--- config.mk ---
export PLATFORM = sky130hd
export DESIGN_NAME = scmf_framer
export DESIGN_NICKNAME = d
export VERILOG_FILES = /design/src/include/scmf_pkg.sv /design/src/rtl/scmf_framer.sv
export SDC_FILE = /design/constraint.sdc
export NUM_CORES = 2
export LEC_CHECK = 0
export BUFFER_PORTS_ARGS = -buffer_cell sky130_fd_sc_hd__buf_4
export CORE_AREA = 5 5 586 588
export CTS_CLUSTER_SIZE = 14
export DETAILED_ROUTE_END_ITERATION = 8
export DIE_AREA = 0 0 591 593
export PLACE_DENSITY = 0.62
export SYNTH_ARGS = -nofsm -noshare
export SYNTH_HDL_FRONTEND = slang
export SYNTH_SLANG_ARGS = --single-unit
--- constraint.sdc ---
create_clock -name i_mclk -period 30.6 [get_ports i_mclk]
set_input_delay 9.18 -clock i_mclk [delete_from_list [all_inputs] [get_ports i_mclk]]
set_output_delay 9.18 -clock i_mclk [all_outputs]
set_load 0.05 [all_outputs]
--- src/include/scmf_pkg.sv ---
// Package holding the message codes, service response codes and widths of the framer.
package scmf_pkg;
  localparam logic [7:0] SCMF_SMS_CODE     = 8'h83;
  localparam logic [7:0] SCMF_S3P_CMD_STAT = 8'h10;
  localparam logic [7:0] SCMF_SEND_CTRL    = 8'h00;
  localparam logic [7:0] SCMF_SMS_LEN      = 8'h20;
  localparam int         SCMF_TBL_DEPTH    = 16;
  localparam int         SCMF_TBL_AW       = 4;
  localparam logic [1:0] SCMF_RC_OK        = 2'h0;
  localparam logic [1:0] SCMF_RC_FAILED    = 2'h1;
  localparam logic [1:0] SCMF_RC_INVALID   = 2'h2;
  typedef enum logic [1:0] {
    SCMF_SR_TASK_COMPLETE = 2'h0,
    SCMF_SR_LINKED        = 2'h1,
    SCMF_SR_LINKED_FLAG   = 2'h2,
    SCMF_SR_DELIV_FAIL    = 2'h3
  } scmf_svc_resp_t;
endpackage

--- src/rtl/scmf_framer.sv ---
// Protocol-layer framer for command, status and Data-In services.
// Requirements
// Valid command message raises command indication.
// Source ID looked up by return path.
// Status message codes are 83h and 10h.
// Status carries command tag and status value.
// Service response encoded into FLAG, LINK bits.
// Send status with control 00h, destination, length.
// Initiator looks up table entry by status tag.
// Status completion returns status, task complete.
// Transport failures raise completion indication.
// Failure completion uses tag, table lookup.
// Failure completion reports delivery or target failure; the block always reports delivery failure.
// Initiator supplies own unique ID as source.
// Data-In request maps onto target read.
// Default start equals byte count, threshold zero.
// Target read failure produces failure completion.
// Successful target read leads to data ready; the block raises no indication on success.
// Data-Out uses target write, data request; this block has no Data-Out path.
// Initiator builds commands with 83h and 10h; this block only receives commands.
// Invalid message codes produce no indication.
`timescale 1ns/1ps
`default_nettype none
module scmf_framer
  import scmf_pkg::*;
(
  input  wire logic        i_mclk,
  input  wire logic        i_rst,
  input  wire logic [63:0] i_own_uid,
  input  wire logic        i_rx_valid,
  input  wire logic [7:0]  i_rx_sms_code,
  input  wire logic [7:0]  i_rx_s3p_code,
  input  wire logic [15:0] i_rx_tag,
  input  wire logic [7:0]  i_rx_lun,
  input  wire logic [1:0]  i_rx_qcntl,
  input  wire logic [7:0]  i_rx_status,
  input  wire logic [7:0]  i_rx_rpid,
  input  wire logic [127:0] i_rx_cdb,
  input  wire logic        i_uid_ack,
  input  wire logic [63:0] i_uid_val,
  input  wire logic        i_cc_req,
  input  wire logic [63:0] i_cc_dest,
  input  wire logic [15:0] i_cc_tag,
  input  wire logic [7:0]  i_cc_status,
  input  wire logic [1:0]  i_cc_resp,
  input  wire logic        i_tbl_wr,
  input  wire logic [15:0] i_tbl_tag,
  input  wire logic [63:0] i_tbl_dest,
  input  wire logic [7:0]  i_tbl_lun,
  input  wire logic [31:0] i_tbl_dibuf,
  input  wire logic        i_fail_valid,
  input  wire logic [1:0]  i_fail_rc,
  input  wire logic [15:0] i_fail_tag,
  input  wire logic        i_di_req,
  input  wire logic [63:0] i_di_dest,
  input  wire logic [15:0] i_di_tag,
  input  wire logic [31:0] i_di_buf,
  input  wire logic [31:0] i_di_offset,
  input  wire logic [31:0] i_di_count,
  input  wire logic        i_tr_done,
  input  wire logic [1:0]  i_tr_rc,
  output logic             o_uid_req,
  output logic [7:0]       o_uid_rpid,
  output logic             o_cmd_ind,
  output logic [63:0]      o_cmd_src,
  output logic [15:0]      o_cmd_tag,
  output logic [7:0]       o_cmd_lun,
  output logic [1:0]       o_cmd_attr,
  output logic [127:0]     o_cmd_cdb,
  output logic             o_tx_send,
  output logic [7:0]       o_tx_ctrl,
  output logic [63:0]      o_tx_dest,
  output logic [7:0]       o_tx_len,
  output logic [7:0]       o_tx_sms_code,
  output logic [7:0]       o_tx_s3p_code,
  output logic [15:0]      o_tx_tag,
  output logic [7:0]       o_tx_status,
  output logic             o_tx_flag,
  output logic             o_tx_link,
  output logic             o_cpl_ind,
  output logic [63:0]      o_cpl_dest,
  output logic [63:0]      o_cpl_src,
  output logic [15:0]      o_cpl_tag,
  output logic [7:0]       o_cpl_lun,
  output logic [31:0]      o_cpl_dibuf,
  output logic [7:0]       o_cpl_status,
  output logic [1:0]       o_cpl_resp,
  output logic             o_tr_req,
  output logic [63:0]      o_tr_dest,
  output logic [15:0]      o_tr_tag,
  output logic [31:0]      o_tr_buf,
  output logic [31:0]      o_tr_offset,
  output logic [31:0]      o_tr_count,
  output logic [31:0]      o_tr_start,
  output logic [31:0]      o_tr_thresh,
  output logic             o_tc_ind,
  output logic [1:0]       o_tc_resp
);
  typedef enum logic [1:0] {
    SCMF_CMD_IDLE = 2'b01,
    SCMF_CMD_WAIT = 2'b10
  } scmf_cmd_st_t;

  scmf_cmd_st_t cmd_st_r;
  logic         codes_ok;
  logic         is_cmd;
  logic         is_stat;
  logic         fail_hit;
  logic [SCMF_TBL_AW-1:0] stat_idx;
  logic [SCMF_TBL_AW-1:0] fail_idx;
  logic [63:0]  tbl_dest_r  [SCMF_TBL_DEPTH];
  logic [7:0]   tbl_lun_r   [SCMF_TBL_DEPTH];
  logic [31:0]  tbl_dibuf_r [SCMF_TBL_DEPTH];

  // The same codes mark both command and status; a non-zero CDB marks a command.
  assign codes_ok = (i_rx_sms_code == SCMF_SMS_CODE) && (i_rx_s3p_code == SCMF_S3P_CMD_STAT);
  assign is_cmd   = i_rx_valid && codes_ok && (i_rx_cdb != 128'h0);
  assign is_stat  = i_rx_valid && codes_ok && (i_rx_cdb == 128'h0);
  assign fail_hit = i_fail_valid && (i_fail_rc == SCMF_RC_FAILED || i_fail_rc == SCMF_RC_INVALID);
  assign stat_idx = i_rx_tag[SCMF_TBL_AW-1:0];
  assign fail_idx = i_fail_tag[SCMF_TBL_AW-1:0];

  // Table is indexed by low tag bits; tags must be unique modulo the depth.
  genvar g;
  generate
    for (g = 0; g < SCMF_TBL_DEPTH; g++) begin : g_tbl
      always_ff @(posedge i_mclk) begin
        if (i_rst) begin
          tbl_dest_r[g]  <= 64'h0;
          tbl_lun_r[g]   <= 8'h0;
          tbl_dibuf_r[g] <= 32'h0;
        end else if (i_tbl_wr && i_tbl_tag[SCMF_TBL_AW-1:0] == SCMF_TBL_AW'(g)) begin
          tbl_dest_r[g]  <= i_tbl_dest;
          tbl_lun_r[g]   <= i_tbl_lun;
          tbl_dibuf_r[g] <= i_tbl_dibuf;
        end
      end
    end
  endgenerate

  // Command path: hold fields while the unique ID lookup runs.
  always_ff @(posedge i_mclk) begin
    if (i_rst) begin
      cmd_st_r   <= SCMF_CMD_IDLE;
      o_uid_req  <= 1'b0;
      o_uid_rpid <= 8'h0;
      o_cmd_ind  <= 1'b0;
      o_cmd_src  <= 64'h0;
      o_cmd_tag  <= 16'h0;
      o_cmd_lun  <= 8'h0;
      o_cmd_attr <= 2'h0;
      o_cmd_cdb  <= 128'h0;
    end else begin
      o_cmd_ind <= 1'b0;
      case (cmd_st_r)
        SCMF_CMD_IDLE: begin
          if (is_cmd) begin
            o_uid_req  <= 1'b1;
            o_uid_rpid <= i_rx_rpid;
            o_cmd_tag  <= i_rx_tag;
            o_cmd_lun  <= i_rx_lun;
            o_cmd_attr <= i_rx_qcntl;
            o_cmd_cdb  <= i_rx_cdb;
            cmd_st_r   <= SCMF_CMD_WAIT;
          end
        end
        SCMF_CMD_WAIT: begin
          if (i_uid_ack) begin
            o_uid_req <= 1'b0;
            o_cmd_src <= i_uid_val;
            o_cmd_ind <= 1'b1;
            cmd_st_r  <= SCMF_CMD_IDLE;
          end
        end
        default: cmd_st_r <= SCMF_CMD_IDLE;
      endcase
    end
  end

  // Status build and send.
  always_ff @(posedge i_mclk) begin
    if (i_rst) begin
      o_tx_send     <= 1'b0;
      o_tx_ctrl     <= 8'h0;
      o_tx_dest     <= 64'h0;
      o_tx_len      <= 8'h0;
      o_tx_sms_code <= 8'h0;
      o_tx_s3p_code <= 8'h0;
      o_tx_tag      <= 16'h0;
      o_tx_status   <= 8'h0;
      o_tx_flag     <= 1'b0;
      o_tx_link     <= 1'b0;
    end else begin
      o_tx_send <= i_cc_req;
      if (i_cc_req) begin
        o_tx_sms_code <= SCMF_SMS_CODE;
        o_tx_s3p_code <= SCMF_S3P_CMD_STAT;
        o_tx_tag      <= i_cc_tag;
        o_tx_status   <= i_cc_status;
        o_tx_flag     <= (i_cc_resp == SCMF_SR_LINKED_FLAG);
        o_tx_link     <= (i_cc_resp == SCMF_SR_LINKED) || (i_cc_resp == SCMF_SR_LINKED_FLAG);
        o_tx_ctrl     <= SCMF_SEND_CTRL;
        o_tx_dest     <= i_cc_dest;
        o_tx_len      <= SCMF_SMS_LEN;
      end
    end
  end

  // Completions; a received status takes priority over a same-cycle failure.
  always_ff @(posedge i_mclk) begin
    if (i_rst) begin
      o_cpl_ind    <= 1'b0;
      o_cpl_dest   <= 64'h0;
      o_cpl_src    <= 64'h0;
      o_cpl_tag    <= 16'h0;
      o_cpl_lun    <= 8'h0;
      o_cpl_dibuf  <= 32'h0;
      o_cpl_status <= 8'h0;
      o_cpl_resp   <= 2'h0;
    end else begin
      o_cpl_ind <= is_stat || fail_hit;
      if (is_stat) begin
        o_cpl_tag    <= i_rx_tag;
        o_cpl_dest   <= tbl_dest_r[stat_idx];
        o_cpl_lun    <= tbl_lun_r[stat_idx];
        o_cpl_dibuf  <= tbl_dibuf_r[stat_idx];
        o_cpl_status <= i_rx_status;
        o_cpl_resp   <= SCMF_SR_TASK_COMPLETE;
        o_cpl_src    <= i_own_uid;
      end else if (fail_hit) begin
        o_cpl_tag    <= i_fail_tag;
        o_cpl_dest   <= tbl_dest_r[fail_idx];
        o_cpl_lun    <= tbl_lun_r[fail_idx];
        o_cpl_dibuf  <= 32'h0;
        o_cpl_status <= 8'h0;
        o_cpl_resp   <= SCMF_SR_DELIV_FAIL;
        o_cpl_src    <= i_own_uid;
      end
    end
  end

  // Data-In mapping onto target read; data ready messages follow from transport.
  always_ff @(posedge i_mclk) begin
    if (i_rst) begin
      o_tr_req    <= 1'b0;
      o_tr_dest   <= 64'h0;
      o_tr_tag    <= 16'h0;
      o_tr_buf    <= 32'h0;
      o_tr_offset <= 32'h0;
      o_tr_count  <= 32'h0;
      o_tr_start  <= 32'h0;
      o_tr_thresh <= 32'h0;
      o_tc_ind    <= 1'b0;
      o_tc_resp   <= 2'h0;
    end else begin
      o_tr_req <= i_di_req;
      if (i_di_req) begin
        o_tr_dest   <= i_di_dest;
        o_tr_tag    <= i_di_tag;
        o_tr_buf    <= i_di_buf;
        o_tr_offset <= i_di_offset;
        o_tr_count  <= i_di_count;
        o_tr_start  <= i_di_count;
        o_tr_thresh <= 32'h0;
      end
      o_tc_ind <= i_tr_done && (i_tr_rc == SCMF_RC_FAILED);
      if (i_tr_done && i_tr_rc == SCMF_RC_FAILED) begin
        o_tc_resp <= SCMF_SR_DELIV_FAIL;
      end
    end
  end

  status_codes_a: assert property (@(posedge i_mclk) disable iff (i_rst)
    i_cc_req |=> o_tx_send && o_tx_sms_code == 8'h83 && o_tx_s3p_code == 8'h10)
    else $error("status codes wrong");
  flag_link_a: assert property (@(posedge i_mclk) disable iff (i_rst)
    i_cc_req |=> o_tx_flag == ($past(i_cc_resp) == 2'h2) &&
      o_tx_link == ($past(i_cc_resp) == 2'h1 || $past(i_cc_resp) == 2'h2))
    else $error("flag link encoding wrong");
  send_ctrl_a: assert property (@(posedge i_mclk) disable iff (i_rst)
    i_cc_req |=> o_tx_ctrl == 8'h00 && o_tx_dest == $past(i_cc_dest))
    else $error("send parameters wrong");
  cmd_ind_a: assert property (@(posedge i_mclk) disable iff (i_rst)
    o_cmd_ind |-> $past(cmd_st_r == SCMF_CMD_WAIT) && $past(i_uid_ack))
    else $error("command indication without lookup");
  stat_cpl_a: assert property (@(posedge i_mclk) disable iff (i_rst)
    is_stat |=> o_cpl_ind && o_cpl_resp == 2'h0 && o_cpl_status == $past(i_rx_status))
    else $error("status completion wrong");
  fail_cpl_a: assert property (@(posedge i_mclk) disable iff (i_rst)
    fail_hit && !is_stat |=> o_cpl_ind && o_cpl_resp == 2'h3 && o_cpl_tag == $past(i_fail_tag))
    else $error("failure completion wrong");
  src_uid_a: assert property (@(posedge i_mclk) disable iff (i_rst)
    (is_stat || fail_hit) |=> o_cpl_src == $past(i_own_uid))
    else $error("completion source wrong");
  no_bad_cpl_a: assert property (@(posedge i_mclk) disable iff (i_rst)
    !is_stat && !fail_hit |=> !o_cpl_ind)
    else $error("completion without cause");
  tread_map_a: assert property (@(posedge i_mclk) disable iff (i_rst)
    i_di_req |=> o_tr_req && o_tr_start == $past(i_di_count) && o_tr_thresh == 32'h0)
    else $error("target read defaults wrong");
  tr_fail_a: assert property (@(posedge i_mclk) disable iff (i_rst)
    i_tr_done && i_tr_rc == 2'h1 |=> o_tc_ind && o_tc_resp == 2'h3)
    else $error("target read failure missed");

  cmd_seen_c: cover property (@(posedge i_mclk) disable iff (i_rst) o_cmd_ind);
  status_sent_c: cover property (@(posedge i_mclk) disable iff (i_rst) o_tx_send && o_tx_link);
  fail_cpl_c: cover property (@(posedge i_mclk) disable iff (i_rst) o_cpl_ind && o_cpl_resp == 2'h3);
  tread_c: cover property (@(posedge i_mclk) disable iff (i_rst) o_tr_req);
endmodule
`default_nettype wire

==> metrics.md <==
| Metric | Value |
|---|---|
| Die Wd | `591 µm` |
| CP Launch Point | `i_rx_cdb[11]` |
| Post-Route Setup TNS | `0 ns` |
| Combinational family with the most area after synthesis | `multiplexers` |
| Fin. max-slew vios | `0` |
| Multi-input logic area | `41,600 µm²` |
| Crit-path max FO | `119` |
| Vias in the first global route | `70.9k` |
| IO Port Bufs | `1,447` |
| Core area | `338,000 µm²` |
| Fin nets | `9,303` |
| TritonCTS clock tree | `done` |
| Crit path kind | `in -> reg` |
| Initial antenna violation count | `278` |
| Largest net degree at the start of global routing | `175` |
| FF/Latch Area | `63,900 µm²` |
| Post-synthesis adder-cell area fraction | `0.0115%` |
| Rows | `214` |
| CTS Buffer Depth | `4` |
| Gp weighted congestion | `1.03` |
| Clock Pin Slew Worst Setup and Hold Paths | `0.06 ns` |
| Post-CTS Hold Fix Bufs | `0` |
| Hold Crit Class | `reg -> reg` |
| Inserted Clock Buffers | `287` |
| Area grow syn2layout | `22.1%` |
| # Max-Cap Violations | `0` |
| Pwr/cell area | `60.9 nW/µm²` |
| Total vias in the final route | `73.3k` |
| Crit share post-route | `44.2%` |
| Worst-Margin Slew | `1.35 ns` |
| FF-to-FF path depth | `7` |
| Complex-gate fraction of the synthesized area | `1.84%` |
| Final clock skew | `0.0782 ns` |
| Post-synthesis mux area share | `22.8%` |
| Final WL | `563 mm` |
| DRC Markers | `0` |
| Height of the die | `593 µm` |
| Clock root cell | `clkbuf_16` |
| GR Util All Layers | `31.1%` |
| Unrepaired setup endpoints after global routing | `no` |
| Distinct cell type count of the synthesized netlist | `39` |
| GRT overflow | `0` |
| Critical path arrival | `14.32 ns` |
| Yosys reg bits | `2,359` |
| Initial detailed-routing violation count | `9,519` |
| WL per Instance | `41.9 µm` |
| Final instance area | `133,000 µm²` |
| Most frequent cells in the layout | `1,664 x and2_1, 1,664 x edfxtp_1, 1,530 x buf_4` |
| Mapped Area | `109,000 µm²` |
| Final setup vio count | `0` |
| Synth Area in XOR/XNOR | `0.00806%` |
| Syn Inst Count | `7,459` |
| Final min period | `13.54 ns` |
| Post-synth top area cell | `edfxtp_1` |
| First-pass GRT wire length | `720 mm` |
| Share of layout cells above drive strength 1 | `33.0%` |
| Postcts setup bufs | `0` |
| Post-DP HPWL | `394 mm` |
| Top post-synthesis cells by area | `edfxtp_1 46%, mux4_2 18%, dfxtp_1 13%` |
| Slew margin rel. | `9.99%` |
| Die ar. | `350,000 µm²` |
| Pleak | `48.6 nW` |
| Clock sink count | `2,359` |
| Clock latency on the worst-skew pair | `0.94 ns` |
| Reg2reg end | `o_cmd_cdb[31]` |
| CP endpoint kind | `flip-flop` |
| Peak VDD IR | `0.0463 mV` |
| Worst R2R Start | `cmd_st_r[0]` |
| Avg Cell Area, Syn | `14.6 µm²` |
| Post-synthesis sequential area ratio | `58.8%` |
| Status | `finished clean` |
| I/O Pins | `1,519` |
| Final Hold Viols | `0` |
| Initial Util | `32.2%` |
| Synthesis Warnings | `0` |
| Fmax | `73.9 MHz` |
| Pre-antenna DRT Iters | `6` |
| Resize count post-CTS | `0` |
| Routed vias/inst | `5.46` |
| Fillers | `31.6k` |
| Worst EP required | `31.38 ns` |
| Placed inst area | `123,000 µm²` |
| Simple-gate share of the synthesized area | `13.0%` |
| CP endpoint | `o_cpl_dest[39]` |
| Top-area cell type share of the netlist area | `46.0%` |
| R2R setup slack | `27.04 ns` |
| # H-tree levels | `5` |
| Antenna Nets Post-Route | `0` |
| Layout Utilization | `39.3%` |
| Startpoint types | `primary input` |
## power by group
part | internal (W) | total, W | switching (W) | leakage (nW)
Sequential | 0.00359 | 0.00367 | 0.0000846 | 21.6
Combinational | 0.000376 | 0.000974 | 0.000598 | 22.5
Clock | 0.00198 | 0.00343 | 0.00145 | 4.51
## worst max-delay path, stage by stage
cell and delay (ns):
buf_4 0.12, nor4_1 0.68, nand4_1 0.30, nor4_2 1.00, nand3_4 0.67, buf_4 0.65, buf_12 0.39, buf_4 0.57
a211oi_1 0.36
## area by class of cell
| cell class | instances | share of cell area, % |
|---|---|---|
| Timing Repair Buffer | 1560 | 9.07 |
| Inverter | 4 | 0.0113 |
| Clock buffer | 379 | 6.00 |
| Sequential cell | 2359 | 48.2 |
| Antenna cell | 85 | 0.160 |
| Multi-Input combinational cell | 4361 | 31.3 |
| Tap cell | 4536 | 4.28 |
| Clock inverter | 139 | 0.993 |
## cell families (layout without fill, tap and decap cells)
group,Yosys count,in the layout
muxes,1379,1379
AOI/OAI and AO/OA,343,343
and+or+nand+nor,2578,2578
xor gates and xnor gates,1,1
adders and majority gates,1,1
buffers and inverters,797,2082
other,1,144
DFF,2359,2359
## Yosys cell counts
cell and number:
dfxtp_1 695, nor3b_1 1, a211oi_1 73, nand3b_1 2, mux4_2 880, nand2b_1 4, nor4b_1 1, clkbuf_1 527
buf_4 102, edfxtp_1 1664, nor3_1 2, inv_1 4, and3_1 2, buf_12 17, nor4_1 33, and2_1 1665
a2111oi_4 1, a21oi_1 170, nand4_1 8, a21o_1 1, buf_1 44, nand2_1 205, nor4_2 2, clkbuf_4 1
buf_8 1, buf_2 101, nand3_1 109, a311oi_1 16, mux2i_1 499, nor2_1 538, or3_1 2, ha_1 1
xor2_1 1, o31ai_1 4, o21ai_0 78, nor2b_1 2, nor4b_2 1, conb_1 1, or3b_2 1
## stage by stage
stage,hold WS [ns],cells,setup slack [ns],power [W]
floorplan,0.544,7517,12.44,0.00431
global placement,0.445,12820,16.27,0.00469
detailed placement,0.450,12820,16.26,0.00472
CTS,0.459,13338,17.25,0.00814
global route,0.469,13374,17.22,0.00830
finish,0.459,13423,17.06,0.00808
## sequential cells by signal (all words and copies together) (netlist names), 16 cells and up
signal	cells
o_cmd_cdb	128
o_cmd_src	64
o_cmd_tag	16
o_cpl_dest	64
o_cpl_dibuf	32
o_cpl_src	64
o_cpl_tag	16
o_tr_buf	32
o_tr_count	32
o_tr_dest	64
o_tr_offset	32
o_tr_tag	16
o_tx_dest	64
o_tx_tag	16
tbl_dest_r	1024
tbl_dibuf_r	512
tbl_lun_r	128
## routing by layer
metal	vias up	global-route usage, %	wire (µm)
li1	29852	-	-
met1	38352	38.8	214000
met2	4128	51.2	270000
met3	827	10.4	58800
met4	110	9.35	18800
met5	-	0	727
## how the worst min path moves through the flow
| stage | start | endpoint | slack, ns | depth (start not counted) |
|---|---|---|---|---|
| 5_1_grt | o_cmd_src[44] | o_cmd_src[44] | 0.47 | 2 |
| 3_3_place_gp | o_cmd_src[50] | o_cmd_src[50] | 0.45 | 2 |
| 2_1_floorplan | cmd_st_r[0] | cmd_st_r[0] | 0.54 | 2 |
| 4_1_cts | o_cmd_src[40] | o_cmd_src[40] | 0.46 | 2 |
| 3_5_place_dp | o_cmd_src[1] | o_cmd_src[1] | 0.45 | 2 |
| 6_report | o_cmd_src[40] | o_cmd_src[40] | 0.46 | 2 |
No activity file was read; power rests on OpenSTA's default activity.
